### src/logic/supervisor_consts.svh
`ifndef SUPERVISOR_CONSTS_SVH
`define SUPERVISOR_CONSTS_SVH

// ----------------------------------------
// Timing
// ----------------------------------------
`define CLK_HZ 40000000
`define RST_FIXED_MS 200
`define WD_FIXED_MS 400
`define RST_FIXED_CYC_DEF (`RST_FIXED_MS * (`CLK_HZ / 1000))
`define WD_FIXED_CYC_DEF (`WD_FIXED_MS * (`CLK_HZ / 1000))

// ----------------------------------------
// Register offsets
// ----------------------------------------
`define OFS_STATUS 12'h000
`define OFS_RST_ADJ 12'h004
`define OFS_WD_ADJ 12'h008
`define OFS_INT_STAT 12'h00C
`define OFS_INT_EN 12'h010
`define OFS_INT_CLR 12'h014

// ----------------------------------------
// Reset values
// ----------------------------------------
`define RST_ADJ_RST 32'h0000_1000
`define WD_ADJ_RST 32'h0000_2000
`define INT_EN_RST 3'h0

// ----------------------------------------
// Field positions
// ----------------------------------------
`define ST_RESET_N_BIT 0
`define ST_PF_FLAG_N_BIT 1
`define ST_SUPPLY_ON_BIT 2
`define ST_WD_EN_BIT 3
`define ST_STRETCH_BIT 4
`define EV_WD_FAULT_BIT 0
`define EV_POWER_FAIL_BIT 1
`define EV_SUPPLY_LOW_BIT 2
`define EV_COUNT 3

// ----------------------------------------
// Window ratio shifts (8, 16, 64)
// ----------------------------------------
`define SHIFT_RATIO_8 3'h3
`define SHIFT_RATIO_16 3'h4
`define SHIFT_RATIO_64 3'h6

`endif

### src/logic/supervisor_pkg.sv
package supervisor_pkg;

   typedef enum logic [2:0]
   {
      ST_HOLD = 3'b001,
      ST_STRETCH = 3'b010,
      ST_RUN = 3'b100
   } rst_state_t;

   typedef logic [31:0] word_t;
   typedef logic [11:0] apb_addr_t;

endpackage

### src/logic/supervisor_watchdog_reset_hold.sv
// Our own choices: the address map and the APB register port.
`timescale 1ns/1ps
`include "supervisor_consts.svh"

// Behaviour
// - Power-fail flag low while sense input is below reference, high otherwise.
// - Reset output stays low while the regulator output is below threshold.
// - After any reset condition ends, reset stays low one full timeout.
// - Reset-period select high uses fixed timeout, else capacitor-set timeout.
// - Watchdog-period select high uses fixed timeout, else capacitor-set timeout.
// - Non-windowed: an edge needed each watchdog period, else a timed reset.
// - Watchdog counter clears on each accepted kick edge and during reset.
// - Windowed: kicks too early or too late force reset for timeout.
// - Windowed: counter idle during reset, counts only after release.
// - Window selects pick late/early ratio; when windowed, one code disables the watchdog.
// - Windowed: watchdog disabled when low select is high and high select low.
// - Keep-on low holds regulator one on after its enable drops.
// - Regulator turns off when keep-on released while enable is low.
// - Unconnected keep-on input reads as inactive high.
// - Early limit is normal timeout divided by ratio 8, 16 or 64.
// - Non-windowed: dedicated watchdog-off input low disables, high enables the watchdog.
module supervisor_watchdog_reset_hold
#(
   parameter int unsigned RST_FIXED_CYC = `RST_FIXED_CYC_DEF,
   parameter int unsigned WD_FIXED_CYC = `WD_FIXED_CYC_DEF,
   parameter bit WINDOWED = 1'b1
)
(
   // Clock and reset
   input wire logic clk_sys,
   input wire logic sys_rst,
   // APB slave
   input wire logic psel,
   input wire logic penable,
   input wire logic pwrite,
   input wire supervisor_pkg::apb_addr_t paddr,
   input wire supervisor_pkg::word_t pwdata,
   output supervisor_pkg::word_t prdata,
   output logic pready,
   output logic pslverr,
   // Analog comparator results
   input wire logic power_fail_sense,
   input wire logic supply_low,
   // Period straps
   input wire logic reset_period_select,
   input wire logic wdog_period_select,
   // Watchdog
   input wire logic wdog_kick_in,
   input wire logic window_sel_lo,
   input wire logic window_sel_hi,
   input wire logic wdog_off_n,
   // Regulator hold
   input wire logic regulator_one_on,
   input wire logic keep_on_n,
   input wire logic keep_on_driven,
   output logic supply_one_out,
   // Supervisor outputs
   output logic reset_out_n,
   output logic power_fail_flag_n,
   output logic irq
);
   import supervisor_pkg::*;

   // ----------------------------------------
   // Declarations
   // ----------------------------------------
   rst_state_t state_r;
   rst_state_t state_nxt;
   word_t rst_cnt_r;
   word_t wd_cnt_r;
   word_t rst_adj_r;
   word_t wd_adj_r;
   word_t rst_len;
   word_t wd_len;
   word_t early_len;
   word_t prdata_r;
   logic [`EV_COUNT-1:0] int_stat_r;
   logic [`EV_COUNT-1:0] int_en_r;
   logic [`EV_COUNT-1:0] int_clr;
   logic [`EV_COUNT-1:0] events;
   logic [2:0] ratio_shift;
   logic kick_s1_r;
   logic kick_s2_r;
   logic kick_s3_r;
   logic kick_edge;
   logic wd_en;
   logic wd_run;
   logic wd_late;
   logic wd_early;
   logic wd_fault;
   logic keep_on_eff;
   logic pready_r;
   logic pslverr_r;
   logic reset_out_n_r;
   logic pf_flag_n_r;
   logic supply_one_out_r;
   logic irq_r;
   logic apb_access;
   logic apb_commit;
   logic addr_hit;

   // ----------------------------------------
   // Timeout selection
   // ----------------------------------------
   // Capacitor-set periods are modelled by software-loaded cycle counts
   always_comb
   begin
      rst_len = reset_period_select ? RST_FIXED_CYC : rst_adj_r;
      wd_len = wdog_period_select ? WD_FIXED_CYC : wd_adj_r;
   end

   always_comb
   begin
      case ({window_sel_hi, window_sel_lo})
         2'b00: ratio_shift = `SHIFT_RATIO_8;
         2'b10: ratio_shift = `SHIFT_RATIO_16;
         default: ratio_shift = `SHIFT_RATIO_64;
      endcase
      early_len = wd_len >> ratio_shift;
   end

   always_comb
   begin
      if (WINDOWED)
      begin
         wd_en = ~(window_sel_lo & ~window_sel_hi);
      end
      else
      begin
         wd_en = wdog_off_n;
      end
   end

   // ----------------------------------------
   // Kick synchroniser and edge detect
   // ----------------------------------------
   always_ff @(posedge clk_sys)
   begin
      if (sys_rst)
      begin
         kick_s1_r <= 1'b0;
         kick_s2_r <= 1'b0;
         kick_s3_r <= 1'b0;
      end
      else
      begin
         kick_s1_r <= wdog_kick_in;
         kick_s2_r <= kick_s1_r;
         kick_s3_r <= kick_s2_r;
      end
   end

   assign kick_edge = kick_s2_r ^ kick_s3_r;

   // ----------------------------------------
   // Watchdog
   // ----------------------------------------
   always_comb
   begin
      wd_run = (state_r == ST_RUN) & wd_en;
      // Compared as count plus one so a zero period cannot wrap into a huge limit
      wd_late = (wd_cnt_r + 32'h0000_0001) >= wd_len;
      wd_early = WINDOWED & kick_edge & (wd_cnt_r < early_len);
      wd_fault = wd_run & ((wd_late & ~kick_edge) | wd_early);
   end

   always_ff @(posedge clk_sys)
   begin
      if (sys_rst || !wd_run || wd_fault)
      begin
         wd_cnt_r <= 32'h0000_0000;
      end
      else if (kick_edge)
      begin
         wd_cnt_r <= 32'h0000_0000;
      end
      else
      begin
         wd_cnt_r <= wd_cnt_r + 32'h0000_0001;
      end
   end

   // ----------------------------------------
   // Reset generator
   // ----------------------------------------
   always_comb
   begin
      state_nxt = state_r;
      case (state_r)
         ST_HOLD:
         begin
            if (!supply_low)
            begin
               state_nxt = ST_STRETCH;
            end
         end
         ST_STRETCH:
         begin
            if (supply_low)
            begin
               state_nxt = ST_HOLD;
            end
            else if ((rst_cnt_r + 32'h0000_0001) >= rst_len)
            begin
               state_nxt = ST_RUN;
            end
         end
         ST_RUN:
         begin
            if (supply_low)
            begin
               state_nxt = ST_HOLD;
            end
            else if (wd_fault)
            begin
               state_nxt = ST_STRETCH;
            end
         end
         default:
         begin
            state_nxt = ST_HOLD;
         end
      endcase
   end

   always_ff @(posedge clk_sys)
   begin
      if (sys_rst)
      begin
         state_r <= ST_HOLD;
         reset_out_n_r <= 1'b0;
      end
      else
      begin
         state_r <= state_nxt;
         reset_out_n_r <= (state_nxt == ST_RUN);
      end
   end

   // Counter restarts on every entry so the stretch is always a full period
   always_ff @(posedge clk_sys)
   begin
      if (sys_rst || state_r != ST_STRETCH || state_nxt != ST_STRETCH)
      begin
         rst_cnt_r <= 32'h0000_0000;
      end
      else
      begin
         rst_cnt_r <= rst_cnt_r + 32'h0000_0001;
      end
   end

   // ----------------------------------------
   // Power-fail flag and regulator hold
   // ----------------------------------------
   assign keep_on_eff = keep_on_driven ? keep_on_n : 1'b1;

   always_ff @(posedge clk_sys)
   begin
      if (sys_rst)
      begin
         pf_flag_n_r <= 1'b1;
         supply_one_out_r <= 1'b0;
      end
      else
      begin
         pf_flag_n_r <= ~power_fail_sense;
         // Hold only extends an output that was already on
         supply_one_out_r <= regulator_one_on | (supply_one_out_r & ~keep_on_eff);
      end
   end

   // ----------------------------------------
   // Interrupts
   // ----------------------------------------
   always_comb
   begin
      events = '0;
      events[`EV_WD_FAULT_BIT] = wd_fault;
      events[`EV_POWER_FAIL_BIT] = pf_flag_n_r & power_fail_sense;
      events[`EV_SUPPLY_LOW_BIT] = supply_low & (state_r != ST_HOLD);
   end

   // Set wins over a clear landing in the same cycle
   always_ff @(posedge clk_sys)
   begin
      if (sys_rst)
      begin
         int_stat_r <= '0;
         irq_r <= 1'b0;
      end
      else
      begin
         int_stat_r <= (int_stat_r & ~int_clr) | events;
         irq_r <= |(((int_stat_r & ~int_clr) | events) & int_en_r);
      end
   end

   // ----------------------------------------
   // APB slave
   // ----------------------------------------
   // One wait state: pready rises in the second access cycle
   assign apb_access = psel & penable & ~pready_r;
   assign apb_commit = psel & penable & pready_r;

   always_comb
   begin
      addr_hit = 1'b1;
      if (paddr == `OFS_STATUS)
      begin
         addr_hit = 1'b1;
      end
      else if (paddr == `OFS_RST_ADJ || paddr == `OFS_WD_ADJ)
      begin
         addr_hit = 1'b1;
      end
      else if (paddr == `OFS_INT_STAT || paddr == `OFS_INT_EN || paddr == `OFS_INT_CLR)
      begin
         addr_hit = 1'b1;
      end
      else
      begin
         addr_hit = 1'b0;
      end
   end

   assign int_clr = (apb_commit && pwrite && paddr == `OFS_INT_CLR) ?
                    pwdata[`EV_COUNT-1:0] : '0;

   always_ff @(posedge clk_sys)
   begin
      if (sys_rst)
      begin
         pready_r <= 1'b0;
         pslverr_r <= 1'b0;
         prdata_r <= 32'h0000_0000;
      end
      else
      begin
         pready_r <= apb_access;
         pslverr_r <= apb_access & ~addr_hit;
         prdata_r <= 32'h0000_0000;
         if (apb_access && !pwrite)
         begin
            if (paddr == `OFS_STATUS)
            begin
               prdata_r[`ST_RESET_N_BIT] <= reset_out_n_r;
               prdata_r[`ST_PF_FLAG_N_BIT] <= pf_flag_n_r;
               prdata_r[`ST_SUPPLY_ON_BIT] <= supply_one_out_r;
               prdata_r[`ST_WD_EN_BIT] <= wd_en;
               prdata_r[`ST_STRETCH_BIT] <= (state_r == ST_STRETCH);
            end
            else if (paddr == `OFS_RST_ADJ)
            begin
               prdata_r <= rst_adj_r;
            end
            else if (paddr == `OFS_WD_ADJ)
            begin
               prdata_r <= wd_adj_r;
            end
            else if (paddr == `OFS_INT_STAT)
            begin
               prdata_r[`EV_COUNT-1:0] <= int_stat_r;
            end
            else if (paddr == `OFS_INT_EN)
            begin
               prdata_r[`EV_COUNT-1:0] <= int_en_r;
            end
         end
      end
   end

   always_ff @(posedge clk_sys)
   begin
      if (sys_rst)
      begin
         rst_adj_r <= `RST_ADJ_RST;
         wd_adj_r <= `WD_ADJ_RST;
         int_en_r <= `INT_EN_RST;
      end
      else if (apb_commit && pwrite)
      begin
         if (paddr == `OFS_RST_ADJ)
         begin
            rst_adj_r <= pwdata;
         end
         else if (paddr == `OFS_WD_ADJ)
         begin
            wd_adj_r <= pwdata;
         end
         else if (paddr == `OFS_INT_EN)
         begin
            int_en_r <= pwdata[`EV_COUNT-1:0];
         end
      end
   end

   // ----------------------------------------
   // Outputs
   // ----------------------------------------
   assign prdata = prdata_r;
   assign pready = pready_r;
   assign pslverr = pslverr_r;
   assign reset_out_n = reset_out_n_r;
   assign power_fail_flag_n = pf_flag_n_r;
   assign supply_one_out = supply_one_out_r;
   assign irq = irq_r;

endmodule

### config.mk
export PLATFORM = sky130hd
export DESIGN_NAME = supervisor_watchdog_reset_hold
export DESIGN_NICKNAME = d
export VERILOG_FILES = /design/src/logic/supervisor_pkg.sv /design/src/logic/supervisor_watchdog_reset_hold.sv
export VERILOG_INCLUDE_DIRS = /design/src /design/src/logic
export SDC_FILE = /design/constraint.sdc
export NUM_CORES = 1
export LEC_CHECK = 0
export ABC_AREA = 1
export BUFFER_PORTS_ARGS = -buffer_cell sky130_fd_sc_hd__buf_2
export CELL_PAD_IN_SITES_DETAIL_PLACEMENT = 1
export CELL_PAD_IN_SITES_GLOBAL_PLACEMENT = 2
export CORE_UTILIZATION = 35
export CTS_CLUSTER_SIZE = 30
export DETAILED_ROUTE_END_ITERATION = 10
export PLACE_DENSITY_LB_ADDON = 0.1
export SLEW_MARGIN = 20
export SYNTH_ARGS = -nofsm -noshare
export SYNTH_HDL_FRONTEND = slang
export SYNTH_SLANG_ARGS = --single-unit
### constraint.sdc
create_clock -name clk_sys -period 9.1 [get_ports clk_sys]
set_input_delay 0.455 -clock clk_sys [delete_from_list [all_inputs] [get_ports clk_sys]]
set_output_delay 0.455 -clock clk_sys [all_outputs]
set_load 0.02 [all_outputs]
==> flow_summary.rst <==
.. list-table::
   :header-rows: 1

   * - Metric
     - Value
   * - Run status
     - finished clean
   * - Number of antenna violations at the first check in global routing
     - 0
   * - Largest net degree at the start of global routing
     - 65
   * - Detail-routed via count per cell
     - approximately 4.8
   * - Die Width
     - about 180 um
   * - Clock transition at the registers of the reported paths
     - ~0.080 ns
   * - Post-layout nets
     - between 1.5k and 2k
   * - Setup Total Neg Slack
     - 0 ns
   * - Endpoint type of the worst setup path
     - flop
   * - Area used by multi-input combinational logic
     - between 5000 and 6000 um^2
   * - Hold-fix buffers, CTS
     - 0
   * - Highest-delay cell along the critical path
     - sky130_fd_sc_hd__nand4_2
   * - Detailed Route WL
     - about 32,000 um
   * - Worst endpoint data arrival time
     - 5.28 ns
   * - Cell taking the most area after synthesis
     - sky130_fd_sc_hd__dfxtp_1
   * - Data required, critical path
     - 9.46 ns
   * - Crit path kind
     - flop to flop
   * - Most frequent cells after synthesis
     - sky130_fd_sc_hd__nand2_1 (267), sky130_fd_sc_hd__inv_1 (241), sky130_fd_sc_hd__nor2_1 (182)
   * - Post-synth EDFFs
     - 0
   * - Post-Synthesis Cell Area
     - ~11,000 um^2
   * - CTS sink count
     - about 180
   * - Layout fillers
     - 3,807
   * - Biggest area contributors in the synthesized netlist
     - sky130_fd_sc_hd__dfxtp_1 (34%), sky130_fd_sc_hd__ha_1 (11%), sky130_fd_sc_hd__nand2_1 (9.5%), sky130_fd_sc_hd__inv_1 (8.6%), sky130_fd_sc_hd__nor2_1 (6.5%)
   * - Top cell family by delay on the critical path
     - simple AND/OR/NAND/NOR gates
   * - Starting density of the core
     - 0.356
   * - Grt ovf
     - 0
   * - Worst IR Drop VDD
     - ~0.00012 V
   * - Post-cts repair resize count
     - 0
   * - Fraction of layout cells with a size suffix above 1
     - 0.121
   * - Placement Rows
     - between 60 and 70
   * - Worst-path maximum fanout
     - 32
   * - Total Routing Usage GR
     - 0.218
   * - Layout Cell Area excl Fill
     - 12,000 um^2
   * - Detailed placement HPWL
     - between 20,000 and 25,000 um
   * - Routed wirelength normalized by instance count
     - approximately 16 um
   * - Clk_skew
     - roughly 0.018 ns
   * - GP Congestion
     - ~0.8
   * - Standard cell core area
     - 29,700 um^2
   * - Area growth syn-to-layout
     - 13.4%
   * - Maximum root-to-sink buffer count
     - 2
   * - Clock latency reported for the late side of the worst-skew pair
     - about 0.45 ns
   * - Remaining max-slew budget at the tightest pin
     - 0.356
   * - Post-route antenna net violation count
     - 0
   * - HP Class
     - primary input to flop
   * - Least-Margin Pin Slew
     - a little under 1 ns
   * - Power density normalized to cell area
     - about 140 nW/um^2
   * - Synth Register Bits
     - 178
   * - Dominant register cell in the synthesized netlist
     - sky130_fd_sc_hd__dfxtp_1
   * - Number of endpoints with negative hold slack in the final report
     - 0
   * - Drt drc
     - 0
   * - Leakage
     - 5.23 nW
   * - Setup repair after global routing missed its margin
     - no
   * - CTS buffer count
     - 17
   * - Number of distinct library cell variants in the gate-level netlist after synthesis
     - 49
   * - DRC violation total after the first TritonRoute iteration
     - 334
   * - Total power consumption of the routed design
     - ~1.7 mW
   * - Share of the yosys chip area belonging to registers
     - 0.337
   * - Total buffers and inverters traversed by the critical path
     - 4
   * - Most common cell on crit path
     - sky130_fd_sc_hd__nand3_1
   * - H-Tree Level Count
     - 4
   * - Root buffer cell
     - sky130_fd_sc_hd__clkbuf_16
   * - Number of pins with negative max-slew slack in the final report
     - 0
   * - Dominant cell by count in the synthesized netlist
     - sky130_fd_sc_hd__nand2_1
   * - Die Y-Extent
     - 176 um
   * - Number of optimization iterations in the first detailed-route pass
     - 4
   * - Buffers on Ports
     - 96
   * - Mean area per synthesized cell
     - slightly above 7 um^2
   * - Die Outline Area
     - around 31,000 um^2
   * - Count of endpoints failing setup in the final report
     - 0
   * - Placed cell area
     - 11,400 um^2
   * - Number of warnings printed during yosys synthesis
     - 0
   * - Total number of vias
     - around 9.6k
   * - Async S/R FF share, synth
     - 0
   * - Synth top area share
     - 0.337
   * - Final critical path time including I/O delays and setup
     - around 4.9 ns
   * - Cell count after synthesis
     - roughly 1.5k
   * - Worst Hold Margin
     - 0.184 ns
   * - Sequential cell area
     - about 3600 um^2
   * - Total setup buffers inserted after CTS
     - 0
   * - Max-cap check violation count
     - 0
   * - Number of primary I/O pins
     - between 90 and 100
   * - Vias in the first global route
     - 9,978
   * - Global-route wire length before repair
     - about 52,000 um
   * - Peak Freq
     - slightly above 0.2 GHz
   * - Final Cycle Share
     - 0.541
   * - TritonCTS clock tree
     - built
   * - Critical path's largest stage delay
     - a little over 0.7 ns
   * - Startpoint types
     - flop
[area by class of cell]
cell class | count | area share
multi-input combinational | 1024 | 0.486
sequential | 178 | 0.297
clock buffer | 17 | 0.0354
inverter | 251 | 0.0785
tap | 390 | 0.0407
antenna | 1 | 0.000209
clock inverter | 15 | 0.0168
timing repair buffer | 104 | 0.0450
[final timing paths]
| path | from | to | slack, ns | cells past startpoint |
|---|---|---|---|---|
| max | wd_cnt_r[0]$_SDFF_PP0_ | wd_cnt_r[6]$_SDFF_PP0_ | 4.18 | 25 |
| min | power_fail_sense | power_fail_flag_n$_SDFF_PP1_ | 0.18 | 2 |
| max reg2reg | wd_cnt_r[0]$_SDFF_PP0_ | wd_cnt_r[6]$_SDFF_PP0_ | 4.18 | 25 |
| min reg2reg | kick_s1_r$_SDFF_PP0_ | kick_s2_r$_SDFF_PP0_ | 0.41 | 2 |
[power by group]
group          internal (mW)  total, mW  switching, mW
clock network          0.379      0.780          0.401
logic                 0.0311     0.0946         0.0634
registers              0.781      0.782        0.00153
total                   1.19       1.66          0.466
[layer usage]
metal	share of wire	routed length, um	global-route usage
met1	0.47	15400	0.278
met4	0.013	423	0.0511
met3	0.022	699	0.0301
met2	0.49	15900	0.386
met5	0	0	0
[flip-flops by register name (all words and copies together), names as in the netlist]
| register | count |
|---|---|
| pready | 1 |
| int_en_r | 3 |
| prdata | 32 |
| kick_s2_r | 1 |
| int_stat_r | 3 |
| state_r | 3 |
| irq | 1 |
| kick_s1_r | 1 |
| wd_cnt_r | 32 |
| rst_adj_r | 32 |
| kick_s3_r | 1 |
| rst_cnt_r | 32 |
| reset_out_n | 1 |
| power_fail_flag_n | 1 |
| wd_adj_r | 32 |
| supply_one_out | 1 |
| pslverr | 1 |
[stage by stage]
stage | setup WS [ns] | std cells | utilization
3_5_place_dp | 3.95 | 1947 | 0.383
5_1_grt | 3.61 | 1979 | 0.404
2_1_floorplan | 5.73 | 1504 | -
6_report | 4.18 | 1980 | 0.404
3_3_place_gp | 4.06 | 1947 | 0.383
4_1_cts | 3.95 | 1979 | 0.404
[logic make-up after synthesis]
family                     count (synthesis)  synth area share
DFF                                      178             0.337
buffers and inverters                    302             0.112
adders and majority gates                 97             0.115
other                                      1          0.000354
xor gates and xnor gates                  46            0.0381
AOI/OAI and AO/OA                        280             0.151
and+or+nand+nor                          598             0.247
[layout by cell type (no fill, tap or decap), types with 2 or more instances in the layout]
cell type / count
sky130_fd_sc_hd__a211oi_1: 24
sky130_fd_sc_hd__nand3b_1: 2
sky130_fd_sc_hd__inv_12: 2
sky130_fd_sc_hd__buf_2: 96
sky130_fd_sc_hd__xnor2_1: 7
sky130_fd_sc_hd__nor2_1: 181
sky130_fd_sc_hd__dfxtp_1: 178
sky130_fd_sc_hd__nor3_2: 3
sky130_fd_sc_hd__nor2_2: 32
sky130_fd_sc_hd__xor2_1: 39
sky130_fd_sc_hd__clkinv_1: 3
sky130_fd_sc_hd__nand2_2: 3
sky130_fd_sc_hd__o31ai_1: 2
sky130_fd_sc_hd__a21oi_1: 125
sky130_fd_sc_hd__clkbuf_16: 17
sky130_fd_sc_hd__o22ai_1: 4
sky130_fd_sc_hd__a221oi_1: 6
sky130_fd_sc_hd__buf_4: 8
sky130_fd_sc_hd__a221o_1: 3
sky130_fd_sc_hd__or2_2: 3
sky130_fd_sc_hd__nand2_1: 267
sky130_fd_sc_hd__and3_1: 2
sky130_fd_sc_hd__o211ai_1: 12
sky130_fd_sc_hd__o21a_1: 2
sky130_fd_sc_hd__ha_1: 97
sky130_fd_sc_hd__o221ai_1: 9
sky130_fd_sc_hd__inv_2: 7
sky130_fd_sc_hd__nand3_1: 37
sky130_fd_sc_hd__nor4_1: 7
sky130_fd_sc_hd__nand4_2: 2
sky130_fd_sc_hd__nor3_1: 27
sky130_fd_sc_hd__inv_6: 4
sky130_fd_sc_hd__inv_1: 241
sky130_fd_sc_hd__nand4_1: 25
sky130_fd_sc_hd__o21ai_0: 87
sky130_fd_sc_hd__clkinv_8: 7
sky130_fd_sc_hd__conb_1: 3
sky130_fd_sc_hd__nor2_4: 2
Power figures use the tool's default switching activity.
